### src/common/atf_pkg.sv
// Constants and carrier types of the task file register bank
package atf_pkg;
   // ****************************************
   // Register offsets
   // ****************************************
   localparam logic [3:0] OFS_DATA = 4'h0; // Data word, also high-lane error/feature
   localparam logic [3:0] OFS_ERR_FEAT = 4'h1; // Error read, feature write
   localparam logic [3:0] OFS_COUNT = 4'h2; // Sector count
   localparam logic [3:0] OFS_SECTOR = 4'h3; // Sector number, block bits 7-0
   localparam logic [3:0] OFS_CYL_LO = 4'h4; // Cylinder low, block bits 15-8
   localparam logic [3:0] OFS_CYL_HI = 4'h5; // Cylinder high, block bits 23-16
   localparam logic [3:0] OFS_DRV_HEAD = 4'h6; // Drive and head select
   localparam logic [3:0] OFS_STATUS = 4'h7; // Status read, command write
   localparam logic [3:0] OFS_DUP_ERR = 4'hd; // Duplicate error/feature
   localparam logic [3:0] OFS_ALT_CTL = 4'he; // Alternate status, device control
   localparam logic [3:0] OFS_DRV_ADDR = 4'hf; // Drive address readback
   // ****************************************
   // Field positions
   // ****************************************
   localparam int ERR_BAD_BLOCK = 7; // bad_block_or_link_crc_flag
   localparam int ERR_ECC_FAIL = 6; // ecc_failure_flag
   localparam int ERR_NOT_FOUND = 4; // sector_not_found_flag
   localparam int ERR_ABORT = 2; // command_abort_flag
   localparam int ERR_GENERAL = 0; // general_error_flag
   localparam logic [7:0] ERR_KEEP_MASK = 8'hd5; // Bits 5, 3 and 1 read zero
   localparam int DH_LBA = 6; // Block addressing select
   localparam int DH_DRIVE = 4; // drive_select_bit
   localparam int CTL_SRST = 2; // soft_reset_bit
   localparam int CTL_NIEN = 1; // interrupt_mask_bit
   // ****************************************
   // Reset values
   // ****************************************
   localparam logic [7:0] RST_COUNT = 8'h01; // Count after reset
   localparam logic [7:0] RST_SECTOR = 8'h01; // Sector after reset
   localparam logic [7:0] RST_ZERO = 8'h00; // Other task file bytes
   localparam logic [7:0] RST_DRV_HEAD = 8'ha0; // Fixed ones in bits 7 and 5
   localparam logic [8:0] FULL_COUNT = 9'h100; // Count of zero means 256
   // ****************************************
   // Carrier types
   // ****************************************
   // Status as read by the host
   typedef struct packed {
      logic busy;
      logic ready;
      logic write_fault;
      logic seek_complete;
      logic transfer_request;
      logic fixed_data;
      logic index;
      logic error;
   } atf_status_t;
   // State and events from the command engine
   typedef struct packed {
      logic busy;
      logic ready;
      logic write_fault;
      logic xfer_req;
      logic corrected;
      logic write_active;
      logic dma_want;
      logic irq_evt;
      logic done;
      logic failed;
      logic [7:0] err_bits;
   } atf_core_t;
   // Task file contents written back by the engine
   typedef struct packed {
      logic [7:0] count;
      logic [7:0] sector;
      logic [7:0] cyl_lo;
      logic [7:0] cyl_hi;
      logic [3:0] head;
   } atf_tf_t;
endpackage

### src/rtl/atf_task_file.sv
// Task file register bank between host bus and command engine
`timescale 1ns/100ps
// Operation
// Error register read-only, bits 5,3,1 zero
// Bit 7 on bad block or CRC
// Bits 6,4,0: ECC, not found, general
// Bit 2 on aborted command
// High-lane offset 0 reaches error/feature
// Sector count zero means 256 sectors
// Count zero on success, remainder on failure
// Bit 6 selects block addressing; head bits
// 28-bit block address from four registers
// Bit 4 selects drive 0 or 1
// Status read clears interrupt; alternate does not
// Busy locks host out of command registers
// DMA request only while busy or transfer
// Ready clear until commands accepted
// Write fault and ready status bits
// Transfer request bit while data moves
// Corrected bit, bit 1 reads zero
// Error bit on failed command; keep address
// Device control writable while busy
// Soft reset held while bit set
// Interrupt mask bit, reset to zero
// Drive address readback inverted fields
module atf_task_file (
   // Clock and reset
   input wire logic clk,
   input wire logic rstn,
   // Host register port
   input wire logic [3:0] hst_addr,
   input wire logic hst_rd,
   input wire logic hst_wr,
   input wire logic low_byte_enable_n,
   input wire logic high_byte_enable_n,
   input wire logic [15:0] hst_wdata,
   output logic [15:0] hst_rdata,
   output logic hst_rdata_oe,
   output logic host_irq,
   // Command engine side
   input wire atf_pkg::atf_core_t core_in,
   input wire logic tf_load,
   input wire atf_pkg::atf_tf_t tf_in,
   output logic cmd_strobe,
   output logic [7:0] cmd_code,
   output logic [7:0] feature_out,
   output logic lba_mode,
   output logic [27:0] block_addr,
   output logic [3:0] head_num,
   output logic [8:0] sector_total,
   output logic drive_select_bit,
   output logic soft_reset_bit,
   output logic dma_req
);
   // ****************************************
   // Registers
   // ****************************************
   logic [7:0] error_detail_r; // Error detail
   logic [7:0] feature_select_r; // Feature byte
   logic [7:0] sector_count_r; // Sector count
   logic [7:0] sector_number_r; // Sector number
   logic [7:0] cyl_low_r; // Cylinder low
   logic [7:0] cyl_high_r; // Cylinder high
   logic [7:0] drive_head_r; // Drive and head
   logic error_flag_r; // Status error bit
   logic soft_reset_r; // Device control soft reset
   logic interrupt_mask_r; // Device control interrupt disable
   logic int_pend_r; // Pending interrupt
   logic cmd_strobe_r; // Command written pulse
   logic [7:0] cmd_code_r; // Last command code
   logic [15:0] rdata_r; // Read data
   logic rdata_oe_r; // Read data valid
   // ****************************************
   // Access decode
   // ****************************************
   logic lane_ok; // At least one byte lane enabled
   logic high_only; // Only the high lane enabled
   logic [3:0] reg_sel; // Effective register offset
   logic [7:0] wbyte; // Byte written from the active lane
   logic wr_ok; // Register write accepted
   logic wr_cmd_blk; // Write to the command block
   logic rd_ok; // Register read accepted
   logic status_rd; // Read of primary status
   atf_pkg::atf_status_t status_now; // Live status byte
   logic [7:0] rbyte; // Byte selected for reading
   assign lane_ok = !(low_byte_enable_n && high_byte_enable_n);
   assign high_only = low_byte_enable_n && !high_byte_enable_n;
   // Offset 0 on the high lane only is the error/feature pair
   always_comb begin
      reg_sel = hst_addr;
      if (hst_addr == atf_pkg::OFS_DATA && high_only) begin
         reg_sel = atf_pkg::OFS_ERR_FEAT;
      end else if (hst_addr == atf_pkg::OFS_DUP_ERR) begin
         reg_sel = atf_pkg::OFS_ERR_FEAT;
      end
   end
   // High lane carries the byte when the low lane is off
   assign wbyte = low_byte_enable_n ? hst_wdata[15:8] : hst_wdata[7:0];
   assign wr_ok = hst_wr && lane_ok;
   assign rd_ok = hst_rd && lane_ok;
   // Command block writes are refused while the engine is busy
   assign wr_cmd_blk = wr_ok && !core_in.busy && !soft_reset_r
      && reg_sel >= atf_pkg::OFS_ERR_FEAT && reg_sel <= atf_pkg::OFS_STATUS;
   assign status_rd = rd_ok && reg_sel == atf_pkg::OFS_STATUS;
   // ****************************************
   // Status byte
   // ****************************************
   always_comb begin
      status_now.busy = core_in.busy || soft_reset_r;
      status_now.ready = core_in.ready && !soft_reset_r;
      status_now.write_fault = core_in.write_fault;
      status_now.seek_complete = core_in.ready && !soft_reset_r;
      status_now.transfer_request = core_in.xfer_req;
      status_now.fixed_data = core_in.corrected;
      status_now.index = 1'b0;
      status_now.error = error_flag_r;
   end
   // ****************************************
   // Task file bytes
   // ****************************************
   // Host writes, engine write-back, soft reset defaults
   always_ff @(posedge clk or negedge rstn) begin
      if (!rstn) begin
         feature_select_r <= atf_pkg::RST_ZERO;
         sector_count_r <= atf_pkg::RST_COUNT;
         sector_number_r <= atf_pkg::RST_SECTOR;
         cyl_low_r <= atf_pkg::RST_ZERO;
         cyl_high_r <= atf_pkg::RST_ZERO;
         drive_head_r <= atf_pkg::RST_DRV_HEAD;
      end else if (soft_reset_r) begin
         // Controller held in reset
         feature_select_r <= atf_pkg::RST_ZERO;
         sector_count_r <= atf_pkg::RST_COUNT;
         sector_number_r <= atf_pkg::RST_SECTOR;
         cyl_low_r <= atf_pkg::RST_ZERO;
         cyl_high_r <= atf_pkg::RST_ZERO;
         drive_head_r <= atf_pkg::RST_DRV_HEAD;
      end else if (tf_load) begin
         // Remaining count and first failing address
         sector_count_r <= tf_in.count;
         sector_number_r <= tf_in.sector;
         cyl_low_r <= tf_in.cyl_lo;
         cyl_high_r <= tf_in.cyl_hi;
         drive_head_r[3:0] <= tf_in.head;
      end else if (wr_cmd_blk) begin
         unique case (reg_sel)
            atf_pkg::OFS_ERR_FEAT: begin
               feature_select_r <= wbyte;
            end
            atf_pkg::OFS_COUNT: begin
               sector_count_r <= wbyte;
            end
            atf_pkg::OFS_SECTOR: begin
               sector_number_r <= wbyte;
            end
            atf_pkg::OFS_CYL_LO: begin
               cyl_low_r <= wbyte;
            end
            atf_pkg::OFS_CYL_HI: begin
               cyl_high_r <= wbyte;
            end
            atf_pkg::OFS_DRV_HEAD: begin
               drive_head_r <= wbyte;
            end
            default: begin
               // Command register handled elsewhere
            end
         endcase
      end
   end
   // ****************************************
   // Command register
   // ****************************************
   // One-cycle strobe to the engine with the code
   always_ff @(posedge clk or negedge rstn) begin
      if (!rstn) begin
         cmd_strobe_r <= 1'b0;
         cmd_code_r <= atf_pkg::RST_ZERO;
      end else begin
         cmd_strobe_r <= wr_cmd_blk && reg_sel == atf_pkg::OFS_STATUS;
         if (wr_cmd_blk && reg_sel == atf_pkg::OFS_STATUS) begin
            cmd_code_r <= wbyte;
         end
      end
   end
   // ****************************************
   // Error detail and error status
   // ****************************************
   // New command clears; a failing completion in the same cycle wins
   always_ff @(posedge clk or negedge rstn) begin
      if (!rstn) begin
         error_detail_r <= atf_pkg::RST_ZERO;
         error_flag_r <= 1'b0;
      end else if (soft_reset_r) begin
         error_detail_r <= atf_pkg::RST_ZERO;
         error_flag_r <= 1'b0;
      end else if (core_in.done && core_in.failed) begin
         // Bad block, ECC, not found, abort, general
         error_detail_r <= core_in.err_bits & atf_pkg::ERR_KEEP_MASK;
         error_flag_r <= 1'b1;
      end else if (core_in.done || (wr_cmd_blk && reg_sel == atf_pkg::OFS_STATUS)) begin
         error_detail_r <= atf_pkg::RST_ZERO;
         error_flag_r <= 1'b0;
      end
   end
   // ****************************************
   // Device control
   // ****************************************
   // Accepted even while busy; unused bits ignored
   // Soft reset leaves the mask alone
   always_ff @(posedge clk or negedge rstn) begin
      if (!rstn) begin
         soft_reset_r <= 1'b0;
         interrupt_mask_r <= 1'b0;
      end else if (wr_ok && reg_sel == atf_pkg::OFS_ALT_CTL) begin
         soft_reset_r <= wbyte[atf_pkg::CTL_SRST];
         interrupt_mask_r <= wbyte[atf_pkg::CTL_NIEN];
      end
   end
   // ****************************************
   // Interrupt
   // ****************************************
   // Status read clears; a new event in the same cycle wins
   always_ff @(posedge clk or negedge rstn) begin
      if (!rstn) begin
         int_pend_r <= 1'b0;
      end else if (soft_reset_r) begin
         int_pend_r <= 1'b0;
      end else if (core_in.irq_evt) begin
         int_pend_r <= 1'b1;
      end else if (status_rd) begin
         int_pend_r <= 1'b0;
      end
   end
   // Mask hides the line, keeps the flag
   assign host_irq = int_pend_r && !interrupt_mask_r;
   // ****************************************
   // Read path
   // ****************************************
   // Select the byte for the decoded offset
   always_comb begin
      rbyte = atf_pkg::RST_ZERO;
      unique case (reg_sel)
         atf_pkg::OFS_ERR_FEAT: begin
            rbyte = error_detail_r;
         end
         atf_pkg::OFS_COUNT: begin
            rbyte = sector_count_r;
         end
         atf_pkg::OFS_SECTOR: begin
            rbyte = sector_number_r;
         end
         atf_pkg::OFS_CYL_LO: begin
            rbyte = cyl_low_r;
         end
         atf_pkg::OFS_CYL_HI: begin
            rbyte = cyl_high_r;
         end
         atf_pkg::OFS_DRV_HEAD: begin
            rbyte = drive_head_r;
         end
         atf_pkg::OFS_STATUS, atf_pkg::OFS_ALT_CTL: begin
            rbyte = status_now;
         end
         atf_pkg::OFS_DRV_ADDR: begin
            // Write flag, inverted head, active-low drive selects
            rbyte = {1'b0, !core_in.write_active, ~drive_head_r[3:0],
               !drive_head_r[atf_pkg::DH_DRIVE], drive_head_r[atf_pkg::DH_DRIVE]};
         end
         default: begin
            // Data port lives outside; reads zero here
            rbyte = atf_pkg::RST_ZERO;
         end
      endcase
   end
   // Data appears on the same lane it was asked on
   always_ff @(posedge clk or negedge rstn) begin
      if (!rstn) begin
         rdata_r <= 16'h0000;
         rdata_oe_r <= 1'b0;
      end else begin
         rdata_oe_r <= rd_ok;
         if (rd_ok) begin
            rdata_r <= low_byte_enable_n ? {rbyte, 8'h00} : {8'h00, rbyte};
         end
      end
   end
   assign hst_rdata = rdata_r;
   assign hst_rdata_oe = rdata_oe_r;
   // ****************************************
   // Engine outputs
   // ****************************************
   assign cmd_strobe = cmd_strobe_r;
   assign cmd_code = cmd_code_r;
   assign feature_out = feature_select_r;
   assign lba_mode = drive_head_r[atf_pkg::DH_LBA];
   assign head_num = drive_head_r[3:0];
   assign block_addr = {drive_head_r[3:0], cyl_high_r, cyl_low_r, sector_number_r};
   // Zero count stands for 256
   assign sector_total = (sector_count_r == 8'h00) ? atf_pkg::FULL_COUNT
      : {1'b0, sector_count_r};
   assign drive_select_bit = drive_head_r[atf_pkg::DH_DRIVE];
   assign soft_reset_bit = soft_reset_r;
   assign dma_req = core_in.dma_want && (core_in.busy || core_in.xfer_req);
   // ****************************************
   // Assertions
   // ****************************************
   // Failed completion latches detail
   a_err_capture: assert property (@(posedge clk) disable iff (!rstn)
      core_in.done && core_in.failed && !soft_reset_r
      |=> error_detail_r == ($past(core_in.err_bits) & 8'hd5) && error_flag_r)
      else $error("Error detail not captured on failed command");
   // Reserved error bits on both lanes
   a_err_zero_bits: assert property (@(posedge clk) disable iff (!rstn)
      rd_ok && reg_sel == atf_pkg::OFS_ERR_FEAT
      |=> (rdata_r[5] | rdata_r[3] | rdata_r[1] | rdata_r[13] | rdata_r[11]
      | rdata_r[9]) == 1'b0)
      else $error("Reserved error bits read nonzero");
   // Read type decides clearing
   a_irq_clear: assert property (@(posedge clk) disable iff (!rstn)
      status_rd && !core_in.irq_evt |=> !int_pend_r && !host_irq)
      else $error("Status read left interrupt pending");
   a_alt_keeps: assert property (@(posedge clk) disable iff (!rstn)
      int_pend_r && rd_ok && reg_sel == atf_pkg::OFS_ALT_CTL && !soft_reset_r
      |=> int_pend_r)
      else $error("Alternate status read cleared interrupt");
   // DMA request follows visible status
   a_dma_gate: assert property (@(posedge clk) disable iff (!rstn)
      dma_req |-> status_now.busy || status_now.transfer_request)
      else $error("DMA request without busy or transfer request");
   // Full count
   a_count_full: assert property (@(posedge clk) disable iff (!rstn)
      sector_count_r == 8'h00 |-> sector_total == 9'h100)
      else $error("Zero count not taken as 256");
   // Busy lockout of the task file
   a_busy_lock: assert property (@(posedge clk) disable iff (!rstn)
      wr_ok && core_in.busy && !tf_load && reg_sel == atf_pkg::OFS_SECTOR
      |=> $stable(sector_number_r) && !cmd_strobe_r)
      else $error("Command block written while busy");
   // Control still taken while busy
   a_ctl_busy: assert property (@(posedge clk) disable iff (!rstn)
      wr_ok && core_in.busy && reg_sel == atf_pkg::OFS_ALT_CTL
      |=> soft_reset_r == $past(wbyte[2]) && interrupt_mask_r == $past(wbyte[1]))
      else $error("Device control ignored while busy");
   // Soft reset shows busy
   a_srst_ready: assert property (@(posedge clk) disable iff (!rstn)
      soft_reset_r |-> !status_now.ready && status_now.busy)
      else $error("Ready shown during soft reset");
   // Block address wiring
   a_lba_build: assert property (@(posedge clk) disable iff (!rstn)
      block_addr[27:24] == drive_head_r[3:0] && block_addr[7:0] == sector_number_r
      && block_addr[23:16] == cyl_high_r
      && block_addr[15:8] == cyl_low_r)
      else $error("Block address misassembled");
   // Soft reset defaults
   a_srst_hold: assert property (@(posedge clk) disable iff (!rstn)
      soft_reset_r |=> sector_count_r == atf_pkg::RST_COUNT && !error_flag_r)
      else $error("Soft reset defaults lost");
   // Command handed on
   a_cmd_pulse: assert property (@(posedge clk) disable iff (!rstn)
      wr_cmd_blk && reg_sel == atf_pkg::OFS_STATUS |=> cmd_strobe && cmd_code == $past(wbyte))
      else $error("Command not handed on");
   // Count write-back
   a_count_left: assert property (@(posedge clk) disable iff (!rstn)
      tf_load && !soft_reset_r |=> sector_count_r == $past(tf_in.count))
      else $error("Count not loaded");
   // Inverted head readback
   a_addr_read: assert property (@(posedge clk) disable iff (!rstn)
      rd_ok && !low_byte_enable_n && reg_sel == atf_pkg::OFS_DRV_ADDR
      |=> hst_rdata[5:2] == ~$past(drive_head_r[3:0]))
      else $error("Head readback wrong");
endmodule

### config.mk
export PLATFORM = sky130hd
export DESIGN_NAME = atf_task_file
export DESIGN_NICKNAME = d
export VERILOG_FILES = /design/src/common/atf_pkg.sv /design/src/rtl/atf_task_file.sv
export SDC_FILE = /design/constraint.sdc
export NUM_CORES = 1
export LEC_CHECK = 0
export BUFFER_PORTS_ARGS = -buffer_cell sky130_fd_sc_hd__buf_2
export CORE_ASPECT_RATIO = 1.2
export CORE_MARGIN = 2
export CORE_UTILIZATION = 40
export DETAILED_ROUTE_END_ITERATION = 8
export PLACE_DENSITY = 0.66
export SYNTH_ARGS = -nofsm -noshare
export SYNTH_HDL_FRONTEND = slang
export SYNTH_SLANG_ARGS = --single-unit
### constraint.sdc
create_clock -name clk -period 3.05 [get_ports clk]
set_clock_uncertainty 0.2 [all_clocks]
set_input_delay 0.1525 -clock clk [delete_from_list [all_inputs] [get_ports clk]]
set_output_delay 0.1525 -clock clk [all_outputs]
set_load 0.01 [all_outputs]
**Word level (Yosys, flattened, before mapping)**

Index checks and enable logic that the tools add are counted.

- $lt $le $gt $ge: 2
- Equality and inequality tests: 11
- Muxes and demuxes: 40
- Bitwise operators: 1
- Reduce and logical (&&, ||, !) cells: 47

Operators with widths:

| kind | count |
|---|---|
| two-way mux 8 bit | 27 |
| case mux 8 bit (8 select lines) | 1 |
| nonzero test 3 bit | 8 |
| == test 4 x 3 -> 1 bit (second input constant) | 4 |
| logical AND 1 bit | 16 |
| two-way mux 16 bit | 1 |
| two-way mux 4 bit | 4 |
| == test 4 bit (second input constant) | 3 |
| AND reduction 2 bit | 5 |
| two-way mux 9 bit | 1 |
| == test 4 x 2 -> 1 bit (second input constant) | 2 |
| logical NOT 8 bit | 1 |
| logical NOT 1 bit | 7 |
| two-way mux 1 bit | 6 |
| AND reduction 3 bit | 2 |
| nonzero test 2 bit | 3 |
| == test 4 x 1 -> 1 bit (second input constant) | 1 |
| >= comparator 4 x 1 -> 1 bit (second input constant) | 1 |
| <= comparator 4 x 3 -> 1 bit (second input constant) | 1 |
| logical NOT 4 bit | 1 |
| inverter 4 bit | 1 |
| logical OR 1 bit | 3 |
| != test 2 x 1 -> 1 bit (second input constant) | 1 |
| OR reduction 2 bit | 1 |

- Flip-flop bits (word level): 86
- Input bits: 81
- Output and inout bits: 80
- Word-level logic and storage cells: 117

**Longest topological paths before layout**

- Depth after elaboration: 12
- Depth in mapped cells: 7
- Depth with buffers taken out: 5

**Worst setup path before layout**

No wires, ideal clock.

- Path type: reg2reg
- Start: reg soft_reset_r, in the netlist soft_reset_bit
- End: reg feature_select_r[4], in the netlist feature_out[4]
- Setup time: 135 ps
- Arrival: 1571 ps
- Required time: 2715 ps
- Slack: 1144 ps
- Cell stages (with the launch flop): 7
- Path buffers: 1
- Clock period less this slack: 1906 ps
- Path through: dfrtp_1 nor2_1 o211ai_2 a2111o_4 buf_12 nand3_2 o31ai_1

- Cells in the longest elaborated chain, start to end: 6
- Elaborated cells between the ends (all ways): 9
- Classes of those cells: 1 x eq/ne; 1 x mux; 7 x reduce/logical

Ends and longest elaborated chain:

| element | line | source |
|---|---|---|
| start: declaration | atf_task_file.sv:66 | `logic soft_reset_r;` |
| start signal: assignment | atf_task_file.sv:216 | `soft_reset_r <= wbyte[atf_pkg::CTL_SRST];` |
| logical NOT 1 bit | atf_task_file.sv:102 | `assign wr_cmd_blk = wr_ok && !core_in.busy && !soft_reset_r` |
| logical AND 1 bit | atf_task_file.sv:102 |  |
| logical AND 1 bit (2 in series) | atf_task_file.sv:103 | `&& reg_sel >= atf_pkg::OFS_ERR_FEAT && reg_sel <= atf_pkg::OFS_STATUS;` |
| nonzero test 2 bit (no line) | -- |  |
| AND reduction 3 bit (no line) | -- |  |
| end signal: assignment | atf_task_file.sv:124 | `feature_select_r <= atf_pkg::RST_ZERO;` |
| end signal: assignment | atf_task_file.sv:132 | `feature_select_r <= atf_pkg::RST_ZERO;` |
| end signal: assignment | atf_task_file.sv:148 | `feature_select_r <= wbyte;` |
| end: declaration | atf_task_file.sv:59 | `logic [7:0] feature_select_r;` |

Several ways; a longest one is shown, not always the timed one.
A chain may end at the register's enable or synchronous reset.

**Final worst setup path**

- Start: reg soft_reset_r, in the netlist soft_reset_bit
- End: reg drive_head_r[3]

- Cells in the longest elaborated chain, start to end: 6
- Elaborated cells between the ends (all ways): 8
- Classes of those cells: 1 x mux; 7 x reduce/logical

Ends and longest elaborated chain:

| element | line | source |
|---|---|---|
| logical NOT 1 bit | atf_task_file.sv:102 |  |
| logical AND 1 bit | atf_task_file.sv:102 |  |
| logical AND 1 bit (2 in series) | atf_task_file.sv:103 |  |
| nonzero test 3 bit (no line) | -- |  |
| AND reduction 2 bit (no line) | -- |  |
| end signal: assignment | atf_task_file.sv:129 | `drive_head_r <= atf_pkg::RST_DRV_HEAD;` |
| end signal: assignment | atf_task_file.sv:137 | `drive_head_r <= atf_pkg::RST_DRV_HEAD;` |
| end signal: assignment | atf_task_file.sv:144 | `drive_head_r[3:0] <= tf_in.head;` |
| end: declaration | atf_task_file.sv:64 | `logic [7:0] drive_head_r;` |

Several ways; a longest one is shown, not always the timed one.

==> metrics.yaml <==
floorplanning:
  core_mm2: 0.0106
  rows: 41
  initial_utilization_pct: 41.3
  dieArea_mm2: 0.0118
  ioPinCount: 161
  die_y_um: 119
  die_w_um: 99.6
flow_run:
  maxCapViolCount: 0
timing:
  setup_viol: 0
  min_period_ns: 2.24
  grt_setup_unrepaired: "false"
  timing.fmax_mhz: 447
  fin_crit_sh_pct: 73.4
  setup-tns-final_ns: 0
  relSlewSlack_pct: 29.8
  drv_slew: 0
  finalHoldViolCount: 0
  tightest_slew_ns: 1.05
  hold_ws_ns: 0.0198
critical_path:
  cp-start-kind: "flip-flop"
  crit_start: "soft_reset_bit$_DFFE_PN0P_"
  endpoint_kind: "flip-flop"
  r2r-start: "soft_reset_bit$_DFFE_PN0P_"
  crit_slowest_cell: "dfrtp_1"
  max_stage_delay_ns: 0.50
  required_ns: 3.12
  path_common_cell: "nor2_1"
  arrival_ns: 2.31
  path_max_fanout: 11
  cp_num_buf_inv: 1
  crit_type: "reg2reg"
  worstPathCellList: "or2_0, buf_4, nor2_1, mux2_2, mux2i_1, nor2_1"
  crit_family: "simple AND/OR/NAND/NOR gates"
power_and_ir_drop:
  power_mw: 3.27
  combPwrFrac_pct: 25.9
  switching_power_mw: 1.06
  power.leakage_nw: 2.89
  p_sw_share_pct: 32.3
  internal_power_mw: 2.21
  ir_drop_mv: 0.341
  pwr-share-clk_pct: 31.0
  p_per_area_mw_per_mm2: 554
  pwr-share-seq_pct: 43.1
global_routing:
  gr-total-overflow: 0
  grt_max_degree: 84
  grt_pass1_wl_mm: 22.3
  antenna_found_initial: 0
  grt_util_all_layers_pct: 24.3
  grt_pass1_vias: 4203
synthesis:
  avgSynthCellArea_um2: 9.29
  ys_async_sr_fraction_pct: 100
  synth-simple-area-share_pct: 15.6
  synthMuxAreaShare_pct: 5.45
  synth_warnings: 0
  synth_ff_type: "dfrtp_1"
  ys_ff_latch: 83
  synth_xor_area_share_pct: 0.200
  syn_area_mm2: 0.00438
  synth_nets: 553
  synth_edf_count: 0
  syn_inst: 472
  synth_fa_ha_area_share_pct: 0
  synth_seq_area_share_pct: 47.5
  synth_top_family_by_area: "compound AO/OA/AOI/OAI gates"
  synth-compound-area-share_pct: 23.9
  synth.distinct_cells: 59
clock_tree:
  cts-root-buf: "clkbuf_16"
  ctsResizeCount: 0
  cts_buffers: 9
  clk_pin_slew_ns: 0.06
  tritoncts: "yes"
  h-tree-depth: 3
  clkLatencyLatePin_ns: 0.34
  cts.sinks: 83
  clockBufferDepth: 2
detailed_routing:
  drcViolationCount: 0
  wl_per_cell_um: 18.1
  wirelength_mm: 14.3
  via_per_inst: 5.46
  ant_nets: 0
  via_count: 4294
  drt-pass1-iter-count: 5
  drt_iter0_markers: 435
cells_and_area:
  area_delta_synth_final_pct: 34.7
  multi_input_area_mm2: 0.00198
  regArea_mm2: 0.00208
  nFillCells: 962
  drive_gt1_share_pct: 32.7
  final_cells: 787
  nNetsFinal: 733
place:
  dp_hpwl_mm: 10.2
  place.gp.congestion: 0.896
  place_inst: 720
  portBuffers: 157
worst_hold_path:
  hold_start: "tf_in[28]"
  hold_class: "in2reg"
outcome:
  status: "completed"
-- sequential cells by signal, indices dropped and copies added (netlist names) --
name / count
feature_out: 8
cmd_strobe: 1
cmd_code: 8
int_pend_r: 1
error_flag_r: 1
drive_head_r: 8
soft_reset_bit: 1
cyl_low_r: 8
error_detail_r: 5
interrupt_mask_r: 1
hst_rdata: 16
sector_number_r: 8
hst_rdata_oe: 1
sector_count_r: 8
cyl_high_r: 8
-- area by class of cell --
class                           instances  share of cell area, %
Sequential cell                        83                   35.2
Tap cell                              129                   2.73
Clock inverter                          3                  0.254
Antenna cell                            1                 0.0424
Clock buffer                           13                   4.41
Timing Repair Buffer                  217                   23.1
Multi-Input combinational cell        331                   33.6
Inverter                               10                  0.635
-- cells in the mapped netlist, types with 3 or more instances --
cell type / n / area [um2]
a21oi_1: 54 / 270
a221oi_1: 4 / 35.0
a22o_1: 5 / 43.8
a22oi_1: 6 / 45.0
a2bb2oi_1: 5 / 43.8
a31oi_1: 4 / 25.0
a32o_1: 3 / 30.0
a32oi_1: 5 / 43.8
buf_2: 12 / 60.1
buf_4: 13 / 97.6
buf_6: 3 / 33.8
clkbuf_1: 18 / 67.6
dfrtp_1: 79 / 1980
dfstp_2: 4 / 105
inv_1: 10 / 37.5
mux2_2: 7 / 78.8
mux2i_1: 16 / 160
nand2_1: 63 / 236
nand3_1: 9 / 45.0
nand3_2: 4 / 40.0
nor2_1: 37 / 139
nor2b_1: 7 / 43.8
nor3_1: 3 / 15.0
o21ai_0: 44 / 220
o21ai_1: 4 / 20.0
o21ai_2: 7 / 61.3
o22ai_1: 5 / 31.3
or4_1: 3 / 22.5
-- power by group through the flow --
stage	Clock [mW]	Combinational [mW]	Sequential, mW
floorplan	0	0.437	1.43
global route	1.08	0.930	1.43
global placement	0	0.781	1.42
finish	1.01	0.848	1.41
CTS	1.03	0.844	1.41
detailed placement	0	0.789	1.43
-- final timing paths --
| kind | slack, ns | endpoint | cells after the start |
|---|---|---|---|
| worst max-delay path | 0.81 | drive_head_r[3]$_DFFE_PN0P_ | 6 |
| worst min register to register | 0.27 | hst_rdata[3]$_DFFE_PN0P_ | 2 |
| min in group asynchronous | 0.33 | hst_rdata[15]$_DFFE_PN0P_ | 2 |
| worst min-delay path | 0.02 | sector_count_r[0]$_DFFE_PN1P_ | 4 |
| max in group asynchronous | 1.63 | sector_number_r[3]$_DFFE_PN0P_ | 2 |
| worst max register to register | 0.81 | drive_head_r[3]$_DFFE_PN0P_ | 6 |
-- cell families after synthesis --
kind of cell / after synthesis
AO/OA/AOI/OAI: 164
XOR/XNOR: 1
AND/OR/NAND/NOR: 143
multiplexers: 23
buffers and inverters: 58
flip-flops: 83
-- repair_timing --
| item | 4_1_cts | 5_1_grt |
|---|---|---|
| endpoints found under the setup margin | 0 | 0 |
| hold endpoints to repair | 127 | 0 |
| hold buffers | 50 | 0 |
| setup buffers | 0 | 0 |
-- metrics by stage --
stage	utilization, %	area (um2)	worst slack (ns)
2_1_floorplan	-	4380	1.14
3_3_place_gp	48.3	5130	0.798
3_5_place_dp	48.3	5130	0.732
4_1_cts	55.6	5900	0.809
5_1_grt	55.6	5900	0.699
6_report	55.6	5910	0.812
-- tightest hold or removal path: cells and delay by family --
family	cells	cell delay, ns
buffers and inverters	1	0.08
and+or+nand+nor	1	0.04
AOI/OAI and AO/OA	1	0.11
muxes	1	0.14
-- per-layer routing --
| metal | part of all wire, % | wire [um] | vias to the layer above | GRT usage, % |
|---|---|---|---|---|
| met1 | 42 | 5980 | 2055 | 32.6 |
| met3 | 5.7 | 807 | 32 | 3.49 |
| met2 | 49 | 7060 | 173 | 39.4 |
| met5 | 0 | 0 | - | 0 |
| li1 | - | - | 2034 | - |
| met4 | 3.0 | 423 | 0 | 9.93 |
-- cells in the final DEF (no fill, tap or decap), drive strengths merged, types with 5 or more instances in the layout --
| cell | Yosys | routed |
|---|---|---|
| a21oi | 54 | 54 |
| a22o | 5 | 5 |
| a22oi | 6 | 6 |
| a2bb2oi | 5 | 5 |
| a32oi | 5 | 5 |
| buf | 30 | 167 |
| clkbuf | 18 | 13 |
| dfrtp | 79 | 79 |
| dlygate4sd3 | 0 | 50 |
| inv | 10 | 10 |
| mux2 | 7 | 7 |
| mux2i | 16 | 16 |
| nand2 | 63 | 63 |
| nand3 | 13 | 13 |
| nor2 | 38 | 38 |
| nor2b | 7 | 7 |
| o21ai | 55 | 55 |
| o22ai | 5 | 5 |
Power figures use the tool's default switching activity.
